**config.mk**
```make
export PLATFORM = sky130hd
export DESIGN_NAME = dmasr_chan
export DESIGN_NICKNAME = d
export VERILOG_FILES = /design/src/dmasr_pkg.sv /design/src/dmasr_hs.sv /design/src/dmasr_chan.sv
export SDC_FILE = /design/constraint.sdc
export NUM_CORES = 1
export LEC_CHECK = 0
export ABC_AREA = 1
export ABC_CLOCK_PERIOD_IN_PS = 8000
export BUFFER_PORTS_ARGS = -buffer_cell sky130_fd_sc_hd__buf_4
export CORE_UTILIZATION = 40
export DETAILED_ROUTE_END_ITERATION = 10
export PLACE_DENSITY = 0.61
export SLEW_MARGIN = 0
export SYNTH_ARGS = -nofsm -noshare
export SYNTH_HDL_FRONTEND = slang
export SYNTH_SLANG_ARGS = --single-unit
```
**constraint.sdc**
```tcl
create_clock -name ref_clk -period 8 [get_ports ref_clk]
set_input_delay 2 -clock ref_clk [delete_from_list [all_inputs] [get_ports ref_clk]]
set_output_delay 2 -clock ref_clk [all_outputs]
set_load 0.02 [all_outputs]
```
**src/dmasr_pkg.sv**
```systemverilog
/*
  constants, carrier types and small helpers for the single dma channel
  with source reload and descriptor-linked destination.
  assumes nothing of its surroundings; every other file but the handshake module refers to it.
*/
package dmasr_pkg;
  // register byte addresses on the plain software port
  localparam logic [7:0] A_GEN   = 8'h00; // controller_global_enable
  localparam logic [7:0] A_CHER  = 8'h04; // channel_enable_set
  localparam logic [7:0] A_CHSR  = 8'h08; // channel_status
  localparam logic [7:0] A_ISR   = 8'h0C; // buffer_chain_irq_status
  localparam logic [7:0] A_SADDR = 8'h10; // chan_source_address
  localparam logic [7:0] A_DADDR = 8'h14; // chan_dest_address
  localparam logic [7:0] A_DSCR  = 8'h18; // chan_descriptor_pointer
  localparam logic [7:0] A_CTRLA = 8'h1C; // chan_control_word_a
  localparam logic [7:0] A_CTRLB = 8'h20; // chan_control_word_b
  localparam logic [7:0] A_CFG   = 8'h24; // chan_configuration
  localparam logic [7:0] A_SWREQ = 8'h28; // software handshake requests
  // field positions
  localparam int CA_DONE  = 31; // completion flag in control word a
  localparam int CB_AUTO  = 31; // reload/auto bit in control word b
  localparam int CB_SSTEP = 24; // source_address_step, 2 bits
  localparam int CB_DSTEP = 28; // dest_address_step, 2 bits
  localparam int CB_SIF   = 0;  // source_master_layer, 2 bits
  localparam int CB_DIF   = 4;  // dest_master_layer, 2 bits
  localparam int CFG_SPER = 0;  // source_peripheral_select, 4 bits
  localparam int CFG_DPER = 4;  // dest_peripheral_select, 4 bits
  localparam int CFG_SH2  = 9;  // source_hw_handshake_sel
  localparam int CFG_DH2  = 13; // dest_hw_handshake_sel
  localparam int ISR_BTC  = 0;  // buffer complete
  localparam int ISR_CBTC = 8;  // chained transfer complete
  // descriptor word offsets from the descriptor base
  localparam logic [2:0] D_SADDR = 3'h0;
  localparam logic [2:0] D_DADDR = 3'h1;
  localparam logic [2:0] D_CTRLA = 3'h2;
  localparam logic [2:0] D_CTRLB = 3'h3;
  localparam logic [2:0] D_NEXT  = 3'h4;
  localparam logic [31:0] RST_WORD = 32'h0000_0000;
  // address step codes
  localparam logic [1:0] STEP_INC = 2'h0;
  localparam logic [1:0] STEP_DEC = 2'h1;

  // one memory command on the master port
  typedef struct packed {
    logic        we;
    logic [1:0]  layer;
    logic [31:0] addr;
    logic [31:0] wdata;
  } dmasr_mreq_t;

  typedef enum logic [4:0] {
    S_IDLE  = 5'h01,
    S_FETCH = 5'h02,
    S_RD    = 5'h04,
    S_WR    = 5'h08,
    S_WB    = 5'h10
  } dmasr_state_t;

  // next word address for a given step code; other codes hold still
  function automatic logic [31:0] dmasr_step(input logic [31:0] a,
                                              input logic [1:0]  c);
    logic [31:0] r;
    r = a;
    if (c == STEP_INC)
      r = a + 32'h0000_0004;
    else if (c == STEP_DEC)
      r = a - 32'h0000_0004;
    return r;
  endfunction
endpackage

```
**src/dmasr_hs.sv**
```systemverilog
/*
  one side's request handshake: picks a peripheral request line or the
  software request bit and answers the chosen line with an ack pulse.
  assumes the requester holds its request until acknowledged.
*/
`timescale 1ns/1ps
`default_nettype none
module dmasr_hs #(
  parameter int NPER = 16,
  parameter int PW   = 4
) (
  input  wire logic            ref_clk,
  input  wire logic            rst_n,
  input  wire logic            hw_sel,
  input  wire logic [PW-1:0]   per_sel,
  input  wire logic [NPER-1:0] hw_req,
  input  wire logic            sw_req,
  input  wire logic            xfer_done,
  output logic                 go,
  output logic [NPER-1:0]      hw_ack
);
  // request seen by the engine: hardware line or software bit
  assign go = hw_sel ? hw_req[per_sel] : sw_req;

  // ack only the selected line, one cycle after the transaction ends
  always_ff @(posedge ref_clk or negedge rst_n)
  begin
    if (!rst_n)
      hw_ack <= '0;
    else
    begin
      hw_ack <= '0;
      if (xfer_done && hw_sel)
        hw_ack[per_sel] <= 1'b1;
    end
  end
endmodule // dmasr_hs
`default_nettype wire

```
**src/dmasr_chan.sv**
```systemverilog
/*
  single dma channel: source address replayed after every buffer,
  destination, control words and next pointer loaded from a chain of
  descriptors in memory. registers on a plain strobe port.
  assumes a memory slave that answers mem_req with a one-cycle mem_ack
  and peripherals that hold a request until acknowledged.
*/
`timescale 1ns/1ps
`default_nettype none
module dmasr_chan #(
  parameter int NPER = 16,
  parameter int PW   = 4
) (
  input  wire logic               ref_clk,
  input  wire logic               rst_n,
  input  wire logic [7:0]         reg_addr,
  input  wire logic [31:0]        reg_wdata,
  input  wire logic               reg_wr,
  input  wire logic               reg_rd,
  output logic [31:0]             reg_rdata,
  output logic                    mem_req,
  output dmasr_pkg::dmasr_mreq_t  mem_cmd,
  input  wire logic               mem_ack,
  input  wire logic [31:0]        mem_rdata,
  input  wire logic [NPER-1:0]    source_peripheral_select_req,
  input  wire logic [NPER-1:0]    dest_peripheral_select_req,
  output logic [NPER-1:0]         source_peripheral_select_ack,
  output logic [NPER-1:0]         dest_peripheral_select_ack
);
  dmasr_pkg::dmasr_state_t st;   // engine state
  logic        gen_en;           // controller_global_enable bit 0
  logic        chan_en;          // channel enable status
  logic [31:0] saddr;            // chan_source_address, live
  logic [31:0] saddr_init;       // value replayed after each buffer
  logic [31:0] daddr;            // chan_dest_address
  logic [31:0] dscr;             // chan_descriptor_pointer
  logic [31:0] ctrla;            // chan_control_word_a
  logic [31:0] ctrlb;            // chan_control_word_b
  logic [31:0] cfg;              // chan_configuration
  logic        isr_btc;          // buffer complete, sticky
  logic        isr_cbtc;         // chain complete, sticky
  logic        sw_src;           // software source request
  logic        sw_dst;           // software destination request
  logic [31:0] desc_base;        // current descriptor, its layer in [1:0]
  logic [2:0]  idx;              // descriptor word being fetched
  logic [15:0] moved;            // words moved in this buffer
  logic [31:0] data;             // word in flight

  // write decode, one strobe per writable register, plus the status read strobe
  wire w_gen   = reg_wr && (reg_addr == dmasr_pkg::A_GEN);
  wire w_cher  = reg_wr && (reg_addr == dmasr_pkg::A_CHER);
  wire w_saddr = reg_wr && (reg_addr == dmasr_pkg::A_SADDR);
  wire w_daddr = reg_wr && (reg_addr == dmasr_pkg::A_DADDR);
  wire w_dscr  = reg_wr && (reg_addr == dmasr_pkg::A_DSCR);
  wire w_ctrla = reg_wr && (reg_addr == dmasr_pkg::A_CTRLA);
  wire w_ctrlb = reg_wr && (reg_addr == dmasr_pkg::A_CTRLB);
  wire w_cfg   = reg_wr && (reg_addr == dmasr_pkg::A_CFG);
  wire w_swreq = reg_wr && (reg_addr == dmasr_pkg::A_SWREQ);
  wire r_isr   = reg_rd && (reg_addr == dmasr_pkg::A_ISR);

  // channel start: only from idle and with the controller enabled
  wire start = w_cher && reg_wdata[0] && gen_en
               && (st == dmasr_pkg::S_IDLE);

  wire src_go;                   // source side may move a word
  wire dst_go;                   // destination side may take it
  wire ack_rd = mem_req && mem_ack && (st == dmasr_pkg::S_RD);
  wire ack_wr = mem_req && mem_ack && (st == dmasr_pkg::S_WR);
  wire ack_fe = mem_req && mem_ack && (st == dmasr_pkg::S_FETCH);
  wire ack_wb = mem_req && mem_ack && (st == dmasr_pkg::S_WB);
  wire [15:0] moved_n = moved + 16'h0001;
  wire last_word = (moved_n == ctrla[15:0]);
  // terminating row: auto cleared and no next descriptor
  wire term = !ctrlb[dmasr_pkg::CB_AUTO]
              && (dscr[31:2] == 30'h0000_0000);
  // the layer bits stay with the base so write-back can reuse them
  wire [31:0] fetch_addr = {desc_base[31:2], 2'h0}
                           + {27'h000_0000, idx, 2'h0};
  // written-back word: size moved and completion flag set
  wire [31:0] wb_word = {1'b1, ctrla[30:16], moved};

  // read mux; unmapped addresses read zero
  wire [31:0] rd_mux =
    (reg_addr == dmasr_pkg::A_GEN)   ? {31'h0000_0000, gen_en}  :
    (reg_addr == dmasr_pkg::A_CHSR)  ? {31'h0000_0000, chan_en} :
    (reg_addr == dmasr_pkg::A_ISR)   ? {23'h00_0000, isr_cbtc,
                                        7'h00, isr_btc}        :
    (reg_addr == dmasr_pkg::A_SADDR) ? saddr :
    (reg_addr == dmasr_pkg::A_DADDR) ? daddr :
    (reg_addr == dmasr_pkg::A_DSCR)  ? dscr  :
    (reg_addr == dmasr_pkg::A_CTRLA) ? ctrla :
    (reg_addr == dmasr_pkg::A_CTRLB) ? ctrlb :
    (reg_addr == dmasr_pkg::A_CFG)   ? cfg   :
    (reg_addr == dmasr_pkg::A_SWREQ) ? {30'h0000_0000, sw_dst, sw_src} :
    dmasr_pkg::RST_WORD;

  // source and destination handshakes
  dmasr_hs #(.NPER(NPER), .PW(PW)) u_src (
    .ref_clk   (ref_clk),
    .rst_n     (rst_n),
    .hw_sel    (cfg[dmasr_pkg::CFG_SH2]),
    .per_sel   (cfg[dmasr_pkg::CFG_SPER +: PW]),
    .hw_req    (source_peripheral_select_req),
    .sw_req    (sw_src),
    .xfer_done (ack_wr),
    .go        (src_go),
    .hw_ack    (source_peripheral_select_ack)
  );
  dmasr_hs #(.NPER(NPER), .PW(PW)) u_dst (
    .ref_clk   (ref_clk),
    .rst_n     (rst_n),
    .hw_sel    (cfg[dmasr_pkg::CFG_DH2]),
    .per_sel   (cfg[dmasr_pkg::CFG_DPER +: PW]),
    .hw_req    (dest_peripheral_select_req),
    .sw_req    (sw_dst),
    .xfer_done (ack_wr),
    .go        (dst_go),
    .hw_ack    (dest_peripheral_select_ack)
  );

  // read data stand one cycle only; status read clears the flags
  always_ff @(posedge ref_clk or negedge rst_n)
  begin
    if (!rst_n)
    begin
      reg_rdata <= dmasr_pkg::RST_WORD;
      isr_btc   <= 1'b0;
      isr_cbtc  <= 1'b0;
      gen_en    <= 1'b0;
      cfg       <= dmasr_pkg::RST_WORD;
    end
    else
    begin
      reg_rdata <= reg_rd ? rd_mux : dmasr_pkg::RST_WORD;
      // a new event beats the clear of the same cycle
      isr_btc  <= (isr_btc && !r_isr) || ack_wb;
      isr_cbtc <= (isr_cbtc && !r_isr) || (ack_wb && term);
      if (w_gen)
        gen_en <= reg_wdata[0];
      if (w_cfg)
        cfg <= reg_wdata;
    end
  end

  // software requests: set by a write, dropped when the word moved
  always_ff @(posedge ref_clk or negedge rst_n)
  begin
    if (!rst_n)
    begin
      sw_src <= 1'b0;
      sw_dst <= 1'b0;
    end
    else
    begin
      sw_src <= (sw_src && !ack_wr) || (w_swreq && reg_wdata[0]);
      sw_dst <= (sw_dst && !ack_wr) || (w_swreq && reg_wdata[1]);
    end
  end

  // engine: descriptor fetch, word moves, write-back, chaining
  always_ff @(posedge ref_clk or negedge rst_n)
  begin
    if (!rst_n)
    begin
      st         <= dmasr_pkg::S_IDLE;
      chan_en    <= 1'b0;
      saddr      <= dmasr_pkg::RST_WORD;
      saddr_init <= dmasr_pkg::RST_WORD;
      daddr      <= dmasr_pkg::RST_WORD;
      dscr       <= dmasr_pkg::RST_WORD;
      ctrla      <= dmasr_pkg::RST_WORD;
      ctrlb      <= dmasr_pkg::RST_WORD;
      desc_base  <= dmasr_pkg::RST_WORD;
      idx        <= 3'h0;
      moved      <= 16'h0000;
      data       <= dmasr_pkg::RST_WORD;
      mem_req    <= 1'b0;
      mem_cmd    <= '0;
    end
    else
    begin
      // address, pointer and control word loads are ignored while the channel runs
      if (st == dmasr_pkg::S_IDLE)
      begin
        if (w_saddr)
        begin
          saddr      <= reg_wdata;
          saddr_init <= reg_wdata;
        end
        if (w_daddr)
          daddr <= reg_wdata;
        if (w_dscr)
          dscr <= reg_wdata;
        if (w_ctrla)
          ctrla <= reg_wdata;
        if (w_ctrlb)
          ctrlb <= reg_wdata;
      end
      if (mem_req && mem_ack)
        mem_req <= 1'b0;
      case (st)
        dmasr_pkg::S_IDLE:
        begin
          if (start)
          begin
            chan_en   <= 1'b1;
            desc_base <= dscr;
            idx       <= dmasr_pkg::D_SADDR;
            st        <= dmasr_pkg::S_FETCH;
          end
        end
        dmasr_pkg::S_FETCH:
        begin
          if (!mem_req)
          begin
            mem_req <= 1'b1;
            mem_cmd <= '{we: 1'b0, layer: desc_base[1:0],
                         addr: fetch_addr, wdata: dmasr_pkg::RST_WORD};
          end
          else if (mem_ack)
          begin
            // source word is read but dropped: the replay value rules
            case (idx)
              dmasr_pkg::D_DADDR: daddr <= mem_rdata;
              dmasr_pkg::D_CTRLA: ctrla <= mem_rdata;
              dmasr_pkg::D_CTRLB: ctrlb <= mem_rdata;
              dmasr_pkg::D_NEXT:  dscr  <= mem_rdata;
              default: ;
            endcase
            idx <= idx + 3'h1;
            if (idx == dmasr_pkg::D_NEXT)
            begin
              moved <= 16'h0000;
              // an empty buffer goes straight to write-back
              st <= (ctrla[15:0] == 16'h0000) ? dmasr_pkg::S_WB
                                             : dmasr_pkg::S_RD;
            end
          end
        end
        dmasr_pkg::S_RD:
        begin
          if (!mem_req && src_go)
          begin
            mem_req <= 1'b1;
            mem_cmd <= '{we: 1'b0,
                         layer: ctrlb[dmasr_pkg::CB_SIF +: 2],
                         addr: saddr, wdata: dmasr_pkg::RST_WORD};
          end
          else if (ack_rd)
          begin
            data <= mem_rdata;
            st   <= dmasr_pkg::S_WR;
          end
        end
        dmasr_pkg::S_WR:
        begin
          if (!mem_req && dst_go)
          begin
            mem_req <= 1'b1;
            mem_cmd <= '{we: 1'b1,
                         layer: ctrlb[dmasr_pkg::CB_DIF +: 2],
                         addr: daddr, wdata: data};
          end
          else if (ack_wr)
          begin
            moved <= moved_n;
            saddr <= dmasr_pkg::dmasr_step(saddr,
                       ctrlb[dmasr_pkg::CB_SSTEP +: 2]);
            daddr <= dmasr_pkg::dmasr_step(daddr,
                       ctrlb[dmasr_pkg::CB_DSTEP +: 2]);
            st <= last_word ? dmasr_pkg::S_WB : dmasr_pkg::S_RD;
          end
        end
        dmasr_pkg::S_WB:
        begin
          if (!mem_req)
          begin
            // only control word a goes back, on the descriptor layer
            mem_req <= 1'b1;
            // dscr already holds the next pointer here, so its layer
            // bits would be the wrong ones
            mem_cmd <= '{we: 1'b1, layer: desc_base[1:0],
                         addr: {desc_base[31:2], 2'h0} + 32'h0000_0008,
                         wdata: wb_word};
          end
          else if (mem_ack)
          begin
            ctrla <= wb_word;
            saddr <= saddr_init;
            if (term)
            begin
              chan_en <= 1'b0;
              st      <= dmasr_pkg::S_IDLE;
            end
            else
            begin
              desc_base <= dscr;
              idx       <= dmasr_pkg::D_SADDR;
              st        <= dmasr_pkg::S_FETCH;
            end
          end
        end
        default: st <= dmasr_pkg::S_IDLE;
      endcase
    end
  end

  // enable with the controller on starts a fetch next cycle
  property p_start;
    @(posedge ref_clk) disable iff (!rst_n)
    start |=> (st == dmasr_pkg::S_FETCH) && chan_en;
  endproperty
  a_start: assert property (p_start)
    else $error("channel did not start");

  // enable with the controller off is refused
  property p_no_start;
    @(posedge ref_clk) disable iff (!rst_n)
    (w_cher && !gen_en && st == dmasr_pkg::S_IDLE) |=>
      (st == dmasr_pkg::S_IDLE) && !chan_en;
  endproperty
  a_no_start: assert property (p_no_start)
    else $error("channel started while controller disabled");

  // first fetch reads the word at the programmed pointer
  property p_fetch0;
    @(posedge ref_clk) disable iff (!rst_n)
    start |-> ##2 mem_req && !mem_cmd.we
                  && mem_cmd.addr == {$past(desc_base[31:2]), 2'h0};
  endproperty
  a_fetch0: assert property (p_fetch0)
    else $error("first fetch address wrong");

  // reads use the replay source, never the fetched word
  property p_src;
    @(posedge ref_clk) disable iff (!rst_n)
    $rose(mem_req) && st == dmasr_pkg::S_RD |->
      mem_cmd.addr == $past(saddr) && $past(src_go);
  endproperty
  a_src: assert property (p_src)
    else $error("source read from wrong address");

  // write-back targets control word a with the flag set
  property p_wb;
    @(posedge ref_clk) disable iff (!rst_n)
    mem_req && st == dmasr_pkg::S_WB |->
      mem_cmd.we && mem_cmd.wdata[dmasr_pkg::CA_DONE]
      && mem_cmd.layer == desc_base[1:0]
      && mem_cmd.addr == {desc_base[31:2], 2'h0} + 32'h0000_0008;
  endproperty
  a_wb: assert property (p_wb)
    else $error("bad write-back");

  // buffer end restores the source and flags the buffer
  property p_reload;
    @(posedge ref_clk) disable iff (!rst_n)
    ack_wb |=> saddr == $past(saddr_init) && isr_btc;
  endproperty
  a_reload: assert property (p_reload)
    else $error("source not restored at buffer end");

  // terminating row stops the channel and flags the chain
  property p_term;
    @(posedge ref_clk) disable iff (!rst_n)
    ack_wb && term |=> !chan_en && isr_cbtc
                       && st == dmasr_pkg::S_IDLE;
  endproperty
  a_term: assert property (p_term)
    else $error("chain end not handled");

  // otherwise the next descriptor is fetched from the pointer
  property p_next;
    @(posedge ref_clk) disable iff (!rst_n)
    ack_wb && !term |=> st == dmasr_pkg::S_FETCH
      ##1 mem_req && mem_cmd.addr == {$past(dscr[31:2], 2), 2'h0};
  endproperty
  a_next: assert property (p_next)
    else $error("next descriptor not fetched");

  // a status read with no new event leaves the flags clear
  property p_clr;
    @(posedge ref_clk) disable iff (!rst_n)
    r_isr && !ack_wb |=> !isr_btc && !isr_cbtc;
  endproperty
  a_clr: assert property (p_clr)
    else $error("status read did not clear");
endmodule // dmasr_chan
`default_nettype wire

```
== Yosys cells after proc, flatten, opt, wreduce, memory -nomap -nowiden ==
Index checks and enable logic that the tools add are counted.

* Register bits: 450
* Output and inout port bits: 132
* Word-level logic and storage cells: 247

* Add/sub/neg operators: 8
* Magnitude comparators: 4
* Eq/ne operators: 41
* Mux-type cells: 109
* Bitwise gates (word level): 1
* Reductions and logical operators: 57

{| class="wikitable"
|+ Operators with widths
! cell !! count
|-
| $mux W32 || 50
|-
| $mux W67 || 4
|-
| $pmux W67 S4 || 1
|-
| $pmux W32 S2 || 4
|-
| $mux W16 || 7
|-
| $add A32 B3 Y32 const B || 2
|-
| $sub A32 B3 Y32 const B || 2
|-
| $mux W5 || 12
|-
| $add A32 B4 Y32 const B || 1
|-
| $add A32 B5 Y32 || 1
|-
| $eq A8 B5 Y1 const B || 4
|-
| $pmux W16 S2 || 1
|-
| $logic_and A1 B1 Y1 || 31
|-
| $logic_not A30 Y1 || 1
|-
| $ne A2 B2 Y1 const B || 13
|-
| $pmux W5 S5 || 1
|-
| $eq A8 B6 Y1 const B || 3
|-
| $mux W3 || 6
|-
| $add A16 B1 Y16 const B || 1
|-
| $eq A16 B16 Y1 || 1
|-
| $eq A8 B4 Y1 const B || 2
|-
| $logic_not A16 Y1 || 1
|-
| $reduce_and A5 Y1 || 3
|-
| $mux W1 || 14
|-
| 36 further kinds || 54
|}

== Logic depth before layout (Yosys ltp) ==
Gate-level depths: netlist of the first run.

* Depth in word-level cells: 12
* Depth in mapped cells: 17
* Depth with buffers taken out: 17

== Hierarchy ==
A second synthesis of the first run with hierarchy kept.

* Cell total of the unflattened synthesis: 3994
* Area, all modules: 28382.2 µm²

{| class="wikitable"
|+ By module, submodules not included
! module !! times used !! cells each !! area each (µm²) !! sequential area each (µm²)
|-
| dmasr_chan || 1 || 3806 || 26910.8 || 10461.3
|-
| dmasr_hs || 2 || 94 || 735.7 || 400.4
|}

== Worst setup path after synthesis of the first run ==
Ideal clock, no wire load.

* Path kind: input to register
* Start: in reg_addr[7]
* End: reg daddr[6]
* Setup time: 0.124 ns
* Data arrival time: 3.341 ns
* Setup slack: 4.535 ns
* Cell stages on the path: 10
* Cell sequence: nor2_1 nand3_1 nor2_2 nand2_2 buf_6 buf_2 o21ai_0 a21oi_1 nor3_1 a21oi_1

* Word-level cells in the longest chain between the ends: 8
* Elaborated cells on any way between the ends: 10
* Classes of those cells: 1 x eq/ne; 8 x mux; 1 x reduce/logical

{| class="wikitable"
|+ Ends and longest elaborated chain
! item !! RTL line !! RTL
|-
| from (decl) || dmasr_chan.sv:16 || <nowiki>input wire logic [7:0] reg_addr,</nowiki>
|-
| $eq A8 B5 Y1 * || dmasr_chan.sv:53 || <nowiki>wire w_daddr = reg_wr && (reg_addr == dmasr_pkg::A_DADDR);</nowiki>
|-
| $logic_and A1 B1 Y1 * || dmasr_chan.sv:53 ||
|-
| $mux W32 * || dmasr_chan.sv:190 || <nowiki>if (w_daddr)</nowiki>
|-
| $mux W32 * || dmasr_chan.sv:183 || <nowiki>if (st == dmasr_pkg::S_IDLE)</nowiki>
|-
| $mux W32 || dmasr_chan.sv:223 || <nowiki>case (idx)</nowiki>
|-
| $mux W32 || dmasr_chan.sv:220 || <nowiki>else if (mem_ack)</nowiki>
|-
| $mux W32 || dmasr_chan.sv:214 || <nowiki>if (!mem_req)</nowiki>
|-
| $pmux W32 S2 * || dmasr_chan.sv:201 || <nowiki>case (st)</nowiki>
|-
| to (signal assigned) || dmasr_chan.sv:191 || <nowiki>daddr <= reg_wdata;</nowiki>
|-
| to (signal assigned) || dmasr_chan.sv:224 || <nowiki>dmasr_pkg::D_DADDR: daddr <= mem_rdata;</nowiki>
|-
| to (signal assigned) || dmasr_chan.sv:269 || <nowiki>daddr <= dmasr_pkg::dmasr_step(daddr,</nowiki>
|-
| to (decl) || dmasr_chan.sv:35 || <nowiki>logic [31:0] daddr;</nowiki>
|}

Every way passes the cells marked *; elsewhere a longest branch is shown, timed or not.
A chain may end at the register's enable or synchronous reset.

== Worst setup path after layout of the first run ==
* Start: in reg_addr[5]
* End: reg dscr[29]

* Word-level cells in the longest chain between the ends: 8

{| class="wikitable"
|+ Ends and longest elaborated chain
! item !! RTL line !! RTL
|-
| $eq A8 B5 Y1 * || dmasr_chan.sv:54 || <nowiki>wire w_dscr = reg_wr && (reg_addr == dmasr_pkg::A_DSCR);</nowiki>
|-
| $logic_and A1 B1 Y1 * || dmasr_chan.sv:54 ||
|-
| $mux W32 * || dmasr_chan.sv:192 || <nowiki>if (w_dscr)</nowiki>
|-
| $mux W32 * || dmasr_chan.sv:183 ||
|-
| $mux W32 || dmasr_chan.sv:223 ||
|-
| $mux W32 || dmasr_chan.sv:220 ||
|-
| $mux W32 || dmasr_chan.sv:214 ||
|-
| $mux W32 * || dmasr_chan.sv:201 ||
|-
| to (signal assigned) || dmasr_chan.sv:170 || <nowiki>dscr <= dmasr_pkg::RST_WORD;</nowiki>
|-
| to (signal assigned) || dmasr_chan.sv:193 || <nowiki>dscr <= reg_wdata;</nowiki>
|-
| to (signal assigned) || dmasr_chan.sv:227 || <nowiki>dmasr_pkg::D_NEXT: dscr <= mem_rdata;</nowiki>
|-
| to (decl) || dmasr_chan.sv:36 || <nowiki>logic [31:0] dscr;</nowiki>
|}

Marks and branches as above.

==> results.md, run 1 <==
* Worst Clk Skew at 0.02827 ns
* Core area at 68950 um^2
* Slew of the pin with the lowest slew margin at 1.347 ns
* DIE AREA at 71090 um^2
* Detailed Route WL at 122600 um
* Root Driver: clkbuf_16
* Final Setup Violations at 0
* Crit path arrival time at 4.67 ns
* CTS tree: yes
* Post-synth top area cell: dfrtp_1
* Syn_nets at 4047
* Initial core utilization at 40.63%
* Vias in the first global route at 26630
* Post-route ant nets at 0
* Via density at 5.791
* Die extent in x at 266.6 um
* Initial antenna violation count at 12
* Gr usage total at 34.12%
* Yosys warning total at 0
* Asr flop ratio synth at 100.0%
* Post-synthesis sequential area ratio at 40.20%
* Top Metal Used: met5
* IO Count at 241
* Clk_lat worst skew at 0.65 ns
* Vias at 28990
* Total grt overflow at 0
* Post-synth EDFFs at 0
* Minimum clock period at 4.201 ns
* Post_cts resized at 0
* M1 wire length at 49790 um
* Routed wl met3 at 12640 um
* First-pass GRT wire length at 179100 um
* Synthesized area per cell at 7.257 um^2
* Max transition margin at 9.956%
* Critical path required time at 8.47 ns
* Layout cells sized above 1 at 11.56%
* Final GP Congestion at 1.003
* Post-synth top area share at 40.11%
* Final net count at 4215
* Post-DP HPWL at 93080 um
* Die H at 266.6 um
* Inserted Clock Buffers at 54
* Largest net degree at the start of global routing at 130
* DR pass1 iterations at 6
* Site Rows at 96
* Fin crit share at 52.51%
* Fin Setup TNS at 0 ns
* CTS H-Tree Depth at 2
* Port Buffers at 240
* Final hold vios at 0
* Ranking of synthesized cells by area: dfrtp_1, nand2_1, o21ai_0
* Post-synth top flop: dfrtp_1
* WL met2 at 53530 um
* Status: finished clean
* Remaining DRCs at 0
* Pwr Total at 10.91 mW
* CTS clk-pin slew, worst paths at 0.06 ns
* Final core utilization at 47.01%
* Post-CTS setup buffer count at 0
* Area Growth Syn to Fin at 15.70%
* Peak VDD IR at 176.1 uV
* Gate Count Post-Synth at 3860
* CP startpoint kind: input port
* Fmax at 238.1 MHz
* Number of DRC markers in iteration 0 at 3941
* Maximum capacitance violations at 0
* Crit path kind: input port to flip-flop
* Critical path peak fanout at 64
* Clk buf depth at 3
* CTS sink count at 450
* Leak pwr at 15.68 nW
* Endpoint type of the worst setup path: flip-flop
* HP Class: flip-flop to flip-flop
* RSZ-0062 raised after global routing: false
* Flop and latch count out of synthesis at 450
* Per-cell routed wire length at 24.49 um
* Power Dens Cells at 336.5 nW/um^2
* Netlist Area Pre-Place at 28010 um^2
* Fin. max-slew vios at 0
* CTS Hold Buffers Added at 0
* Netlist cell types at 63
## routing by layer
| metal | track usage [%] | vias to the layer above |
|---|---|---|
| met5 | 0 | - |
| met4 | 16.74 | 14 |
| met3 | 7.685 | 331 |
| met2 | 51.59 | 1520 |
| met1 | 45.87 | 13830 |
| li1 | - | 13300 |
## worst max-delay path, cell delays in order
cell and delay, ns:
buf_4 0.09, inv_1 0.04, nand3_1 0.22, inv_2 0.07, nand2_2 0.06, buf_4 0.49
inv_2 0.25, nand2_2 0.93, nand2_1 0.14, o211ai_1 0.14, o21ai_0 0.13
## area by class of cell
cell class                 count  area [um^2]
antenna                        2        5.005
multi-input combinational   2761        14170
inverter                     490         1844
sequential                   450        11260
clock buffer                  68         1495
timing repair buffer         271         2054
clock inverter                33        411.6
tap                          931         1165
fill                        7154        36530
## path summary, 6_finish.rpt
| path | depth (start not counted) | slack (ns) | from | endpoint |
|---|---|---|---|---|
| hold reg to reg | 2 | 0.48 | mem_cmd[39] | mem_cmd[39] |
| max in group asynchronous | 2 | 5.08 | rst_n | saddr_init[17] |
| setup / recovery | 11 | 3.80 | reg_addr[5] | dscr[29] |
| min in group asynchronous | 1 | 1.42 | rst_n | data[3] |
| hold / removal | 2 | 0.48 | mem_cmd[39] | mem_cmd[39] |
| setup reg to reg | 10 | 4.34 | st[1] | daddr[2] |
## layout by cell type (no fill, tap or decap), types with 16 or more instances in the layout
| cell type | Yosys | final |
|---|---|---|
| a211oi_1 | 23 | 23 |
| a21oi_1 | 268 | 267 |
| a22oi_1 | 25 | 25 |
| buf_4 | 3 | 269 |
| clkbuf_16 | 0 | 55 |
| dfrtp_1 | 449 | 449 |
| ha_1 | 75 | 75 |
| inv_1 | 465 | 465 |
| inv_2 | 22 | 22 |
| nand2_1 | 973 | 967 |
| nand2_2 | 10 | 16 |
| nand3_1 | 187 | 187 |
| nand4_1 | 39 | 39 |
| nor2_1 | 259 | 258 |
| nor3_1 | 40 | 40 |
| o2111ai_1 | 21 | 21 |
| o211ai_1 | 89 | 89 |
| o21ai_0 | 434 | 434 |
| o21ai_1 | 55 | 55 |
| o221ai_1 | 32 | 32 |
| o22ai_1 | 58 | 58 |
| xor2_1 | 28 | 28 |
## where the power goes
group / total [mW] / switching [mW] / leakage (nW) / internal (mW)
sequential: 3.46 / 0.641 / 5.58 / 2.82
combinational: 4.78 / 3.28 / 9.18 / 1.51
clock: 2.66 / 1.10 / 0.920 / 1.56
## kinds of logic after synthesis
group / share of synthesized area, %
AO/OA/AOI/OAI: 21.72
XOR/XNOR: 1.175
adder cells (fa/ha/maj): 3.564
buffers and inverters: 9.308
flip-flops: 40.20
AND/OR/NAND/NOR: 24.03
## cells in the mapped netlist (all sizes together), types with 32 or more instances
cell type  instances
nand2            987
o21ai            495
inv              489
dfrtp            449
nor2             281
a21oi            270
nand3            194
clkbuf            90
o211ai            89
ha                75
buf               69
o22ai             58
nor3              44
nand4             40
o221ai            32
## state kept, by name, indices dropped and copies added (netlist names), 32 cells and up
register / count
mem_cmd: 67
cfg: 32
ctrla: 32
ctrlb: 32
daddr: 32
data: 32
desc_base: 32
dscr: 32
reg_rdata: 32
saddr: 32
saddr_init: 32
## per-stage QoR
| step | instance area [um^2] | hold WS [ns] | instances | setup WS (ns) |
|---|---|---|---|---|
| 2_1_floorplan | 28010 | 0.4419 | 3860 | 4.535 |
| 3_3_place_gp | 30500 | 0.4535 | 4903 | 3.234 |
| 6_report | 32410 | 0.4830 | 5006 | 3.799 |
| 4_1_cts | 32410 | 0.4735 | 5004 | 3.858 |
| 3_5_place_dp | 30500 | 0.4587 | 4903 | 3.189 |
| 5_1_grt | 32410 | 0.4885 | 5006 | 3.580 |
Power figures use the tool's default switching activity.
==> run 2, diff against run 1 <==
ABC_CLOCK_PERIOD_IN_PS = 3650   (was 8000)
PLACE_DENSITY = 0.63   (was 0.61)
clock period = 3.65 ns   (was 8 ns; I/O delays follow)
==> run 2 against run 1 <==
- final area up 1.8%
- final cell count up 1.0%
- highest routed layer unchanged
- clock skew up 0.0016 ns
- sequential share of layout area down 0.62 points
- register-to-register slack worse by 4.2 ns
- first-iteration DRC count down 18%
- wire length up 1.8%
- combinational power up 130%
==> results.md, run 2 (synthesis results as in run 1) <==
* Maximum capacitance violations at 0 (unchanged)
* Pre-CTS setup slack at 0.3712 ns (-2.818 ns)
* Post-DP Area at 31070 um^2 (+1.9%)
* Fin Setup TNS at 0 ns (unchanged)
* Vias at 29180 (+0.65%)
* Die extent in x at 266.6 um (unchanged)
* Endpoint type of the worst setup path: flip-flop
* Largest net degree at the start of global routing at 81 (-38%)
* Via density at 5.771 (-0.35%)
* Fmax at 288.2 MHz
* R2R Path Start: ctrlb[28]
* Area Growth Syn to Fin at 17.81%
* FF-to-FF path depth at 15 (+5)
* Fin crit share at 95.06%
* Remaining DRCs at 0 (unchanged)
* Final GP Congestion at 1.070 (+6.7%)
* Clk_lat worst skew at 0.64 ns (about the same)
* DIE AREA at 71090 um^2 (unchanged)
* Worst Clk Skew at 0.02987 ns (+0.001608 ns)
* Final WS setup at 0.1803 ns (-3.619 ns)
* IO Count at 241 (unchanged)
* Slew of the pin with the lowest slew margin at 1.145 ns (-0.2018 ns)
* Max transition margin at 23.25% (+13 points)
* Commonest non-fill, non-tap cell in the layout: nand2_1
* Initial antenna violation count at 10 (-2)
* CTS tree: yes
* Die H at 266.6 um (unchanged)
* Post-CTS setup buffer count at 0 (unchanged)
* Gr usage total at 34.89% (+0.77 points)
* Number of DRC markers in iteration 0 at 3249 (-18%)
* Final hold vios at 0 (unchanged)
* Final instance area at 33000 um^2 (+1.8%)
* Biggest register: mem_cmd
* Post-route ant nets at 0 (unchanged)
* Hold slack at 0.2390 ns (-0.2440 ns)
* Layout cells sized above 1 at 12.61% (+1.0 points)
* Most frequent cells in the layout: nand2_1, inv_1, dfrtp_1, o21ai_0, buf_4
* Site Rows at 96 (unchanged)
* First-pass GRT wire length at 182500 um (+1.9%)
* Final net count at 4267 (+1.2%)
* Minimum clock period at 3.470 ns
* Vias in the first global route at 27470 (+3.1%)
* Root Driver: clkbuf_16
* Fin. max-slew vios at 0 (unchanged)
* RSZ-0062 raised after global routing: false
* CTS Hold Buffers Added at 0 (unchanged)
* FF-to-FF setup slack at 0.18 ns (-4.16 ns)
* CTS sink count at 450 (unchanged)
* DR pass1 iterations at 6 (unchanged)
* Clk buf depth at 3 (unchanged)
* Multi-input gate area at 14170 um^2 (about the same)
* CP startpoint kind: flip-flop
* Crit path kind: flip-flop to flip-flop
* Final Setup Violations at 0 (unchanged)
* Total grt overflow at 0 (unchanged)
* CP max stage delay at 0.41 ns (-0.52 ns)
* Core area at 68950 um^2 (unchanged)
* R2r endpoint: daddr[29]
* Leak pwr at 16.02 nW (+2.1%)
* CP most frequent cell: nand2_1
* CTS clk-pin slew, worst paths at 0.06 ns (about the same)
* Crit path arrival time at 3.98 ns (-0.69 ns)
* Initial core utilization at 40.63% (unchanged)
* Final core utilization at 47.87% (+0.85 points)
* Status: finished clean
* Detailed Route WL at 124800 um (+1.8%)
* Critical-path cell list: nor2_1 -> inv_1 -> buf_4 -> ha_1 -> nand2_1 -> nor2_1 -> inv_1 -> nor4_1 -> nand2_1 -> nand3_1 -> nand3_1 -> nand2_1 -> nand2_1 -> nand2_1 -> nand2_1
* CTS H-Tree Depth at 2 (unchanged)
* Slowest cell on the critical path: dfrtp_1
* CP delay by family, top: simple AND/OR/NAND/NOR gates
* Post-DP HPWL at 97400 um (+4.6%)
* Peak VDD IR at 410.8 uV (+130%)
* Fillers at 7030 (-1.7%)
* Critical path peak fanout at 20 (-69%)
* Port Buffers at 240 (unchanged)
* Power Dens Cells at 734.2 nW/um^2 (+120%)
* Post_cts resized at 0 (unchanged)
* WP buf/inv at 3 (-2)
* HP Class: input port to asynchronous set/reset pin
* FF/Latch Area at 11260 um^2 (unchanged)
* Max reg flops at 67 (unchanged)
* Inserted Clock Buffers at 54 (unchanged)
* Per-cell routed wire length at 24.68 um (+0.77%)
* Critical path required time at 4.16 ns (-4.31 ns)
## run 2: cell types whose count changed in the layout (fill, tap and decap cells not counted), sizes merged
| cell | before | now |
|---|---|---|
| clkinvlp | 8 | 5 |
| clkinv | 18 | 11 |
| buf | 271 | 323 |
| bufinv | 7 | 6 |
| diode | 2 | 1 |
| clkbuf | 68 | 78 |
## run 2: routing by layer
| layer | global-route usage (%) | up-vias | wire length [um] |
|---|---|---|---|
| met4 | 19.37 | 12 | 7799 |
| met3 | 8.257 | 351 | 12890 |
| met2 | 53.03 | 1569 | 53990 |
| met1 | 45.57 | 13840 | 50020 |
| li1 | - | 13410 | - |
| met5 | 0 | - | 82 |
## run 2: how the worst max path moves through the flow
| stage | start | endpoint | depth (start not counted) |
|---|---|---|---|
| floorplan | ctrlb[24] | saddr[31] | 11 |
| global placement | ctrlb[28] | daddr[29] | 15 |
| detailed placement | ctrlb[28] | daddr[29] | 15 |
| CTS | ctrlb[28] | daddr[29] | 15 |
| global route | ctrlb[24] | saddr[22] | 13 |
| finish | ctrlb[28] | daddr[29] | 15 |
## run 2: metrics by stage
stage	instances	power [mW]
2_1_floorplan	3860	14.12
3_3_place_gp	4955	18.03
3_5_place_dp	4955	18.08
4_1_cts	5055	23.97
5_1_grt	5055	25.67
6_report	5056	24.23
## run 2: cell type report
class / count / area share, %
Inverter: 490 / 5.588
Clock buffer: 78 / 4.921
Tap cell: 931 / 3.530
Clock inverter: 22 / 0.9137
Multi-Input combinational cell: 2761 / 42.94
Timing Repair Buffer: 323 / 7.977
Sequential cell: 450 / 34.13
Antenna cell: 1 / 0.007583
## run 2: power by group
part           total [mW]  switching [mW]  internal, mW
sequential           7.58            1.40          6.19
clock                5.88            2.36          3.51
combinational        10.8            7.27          3.50
total                24.2            11.0          13.2
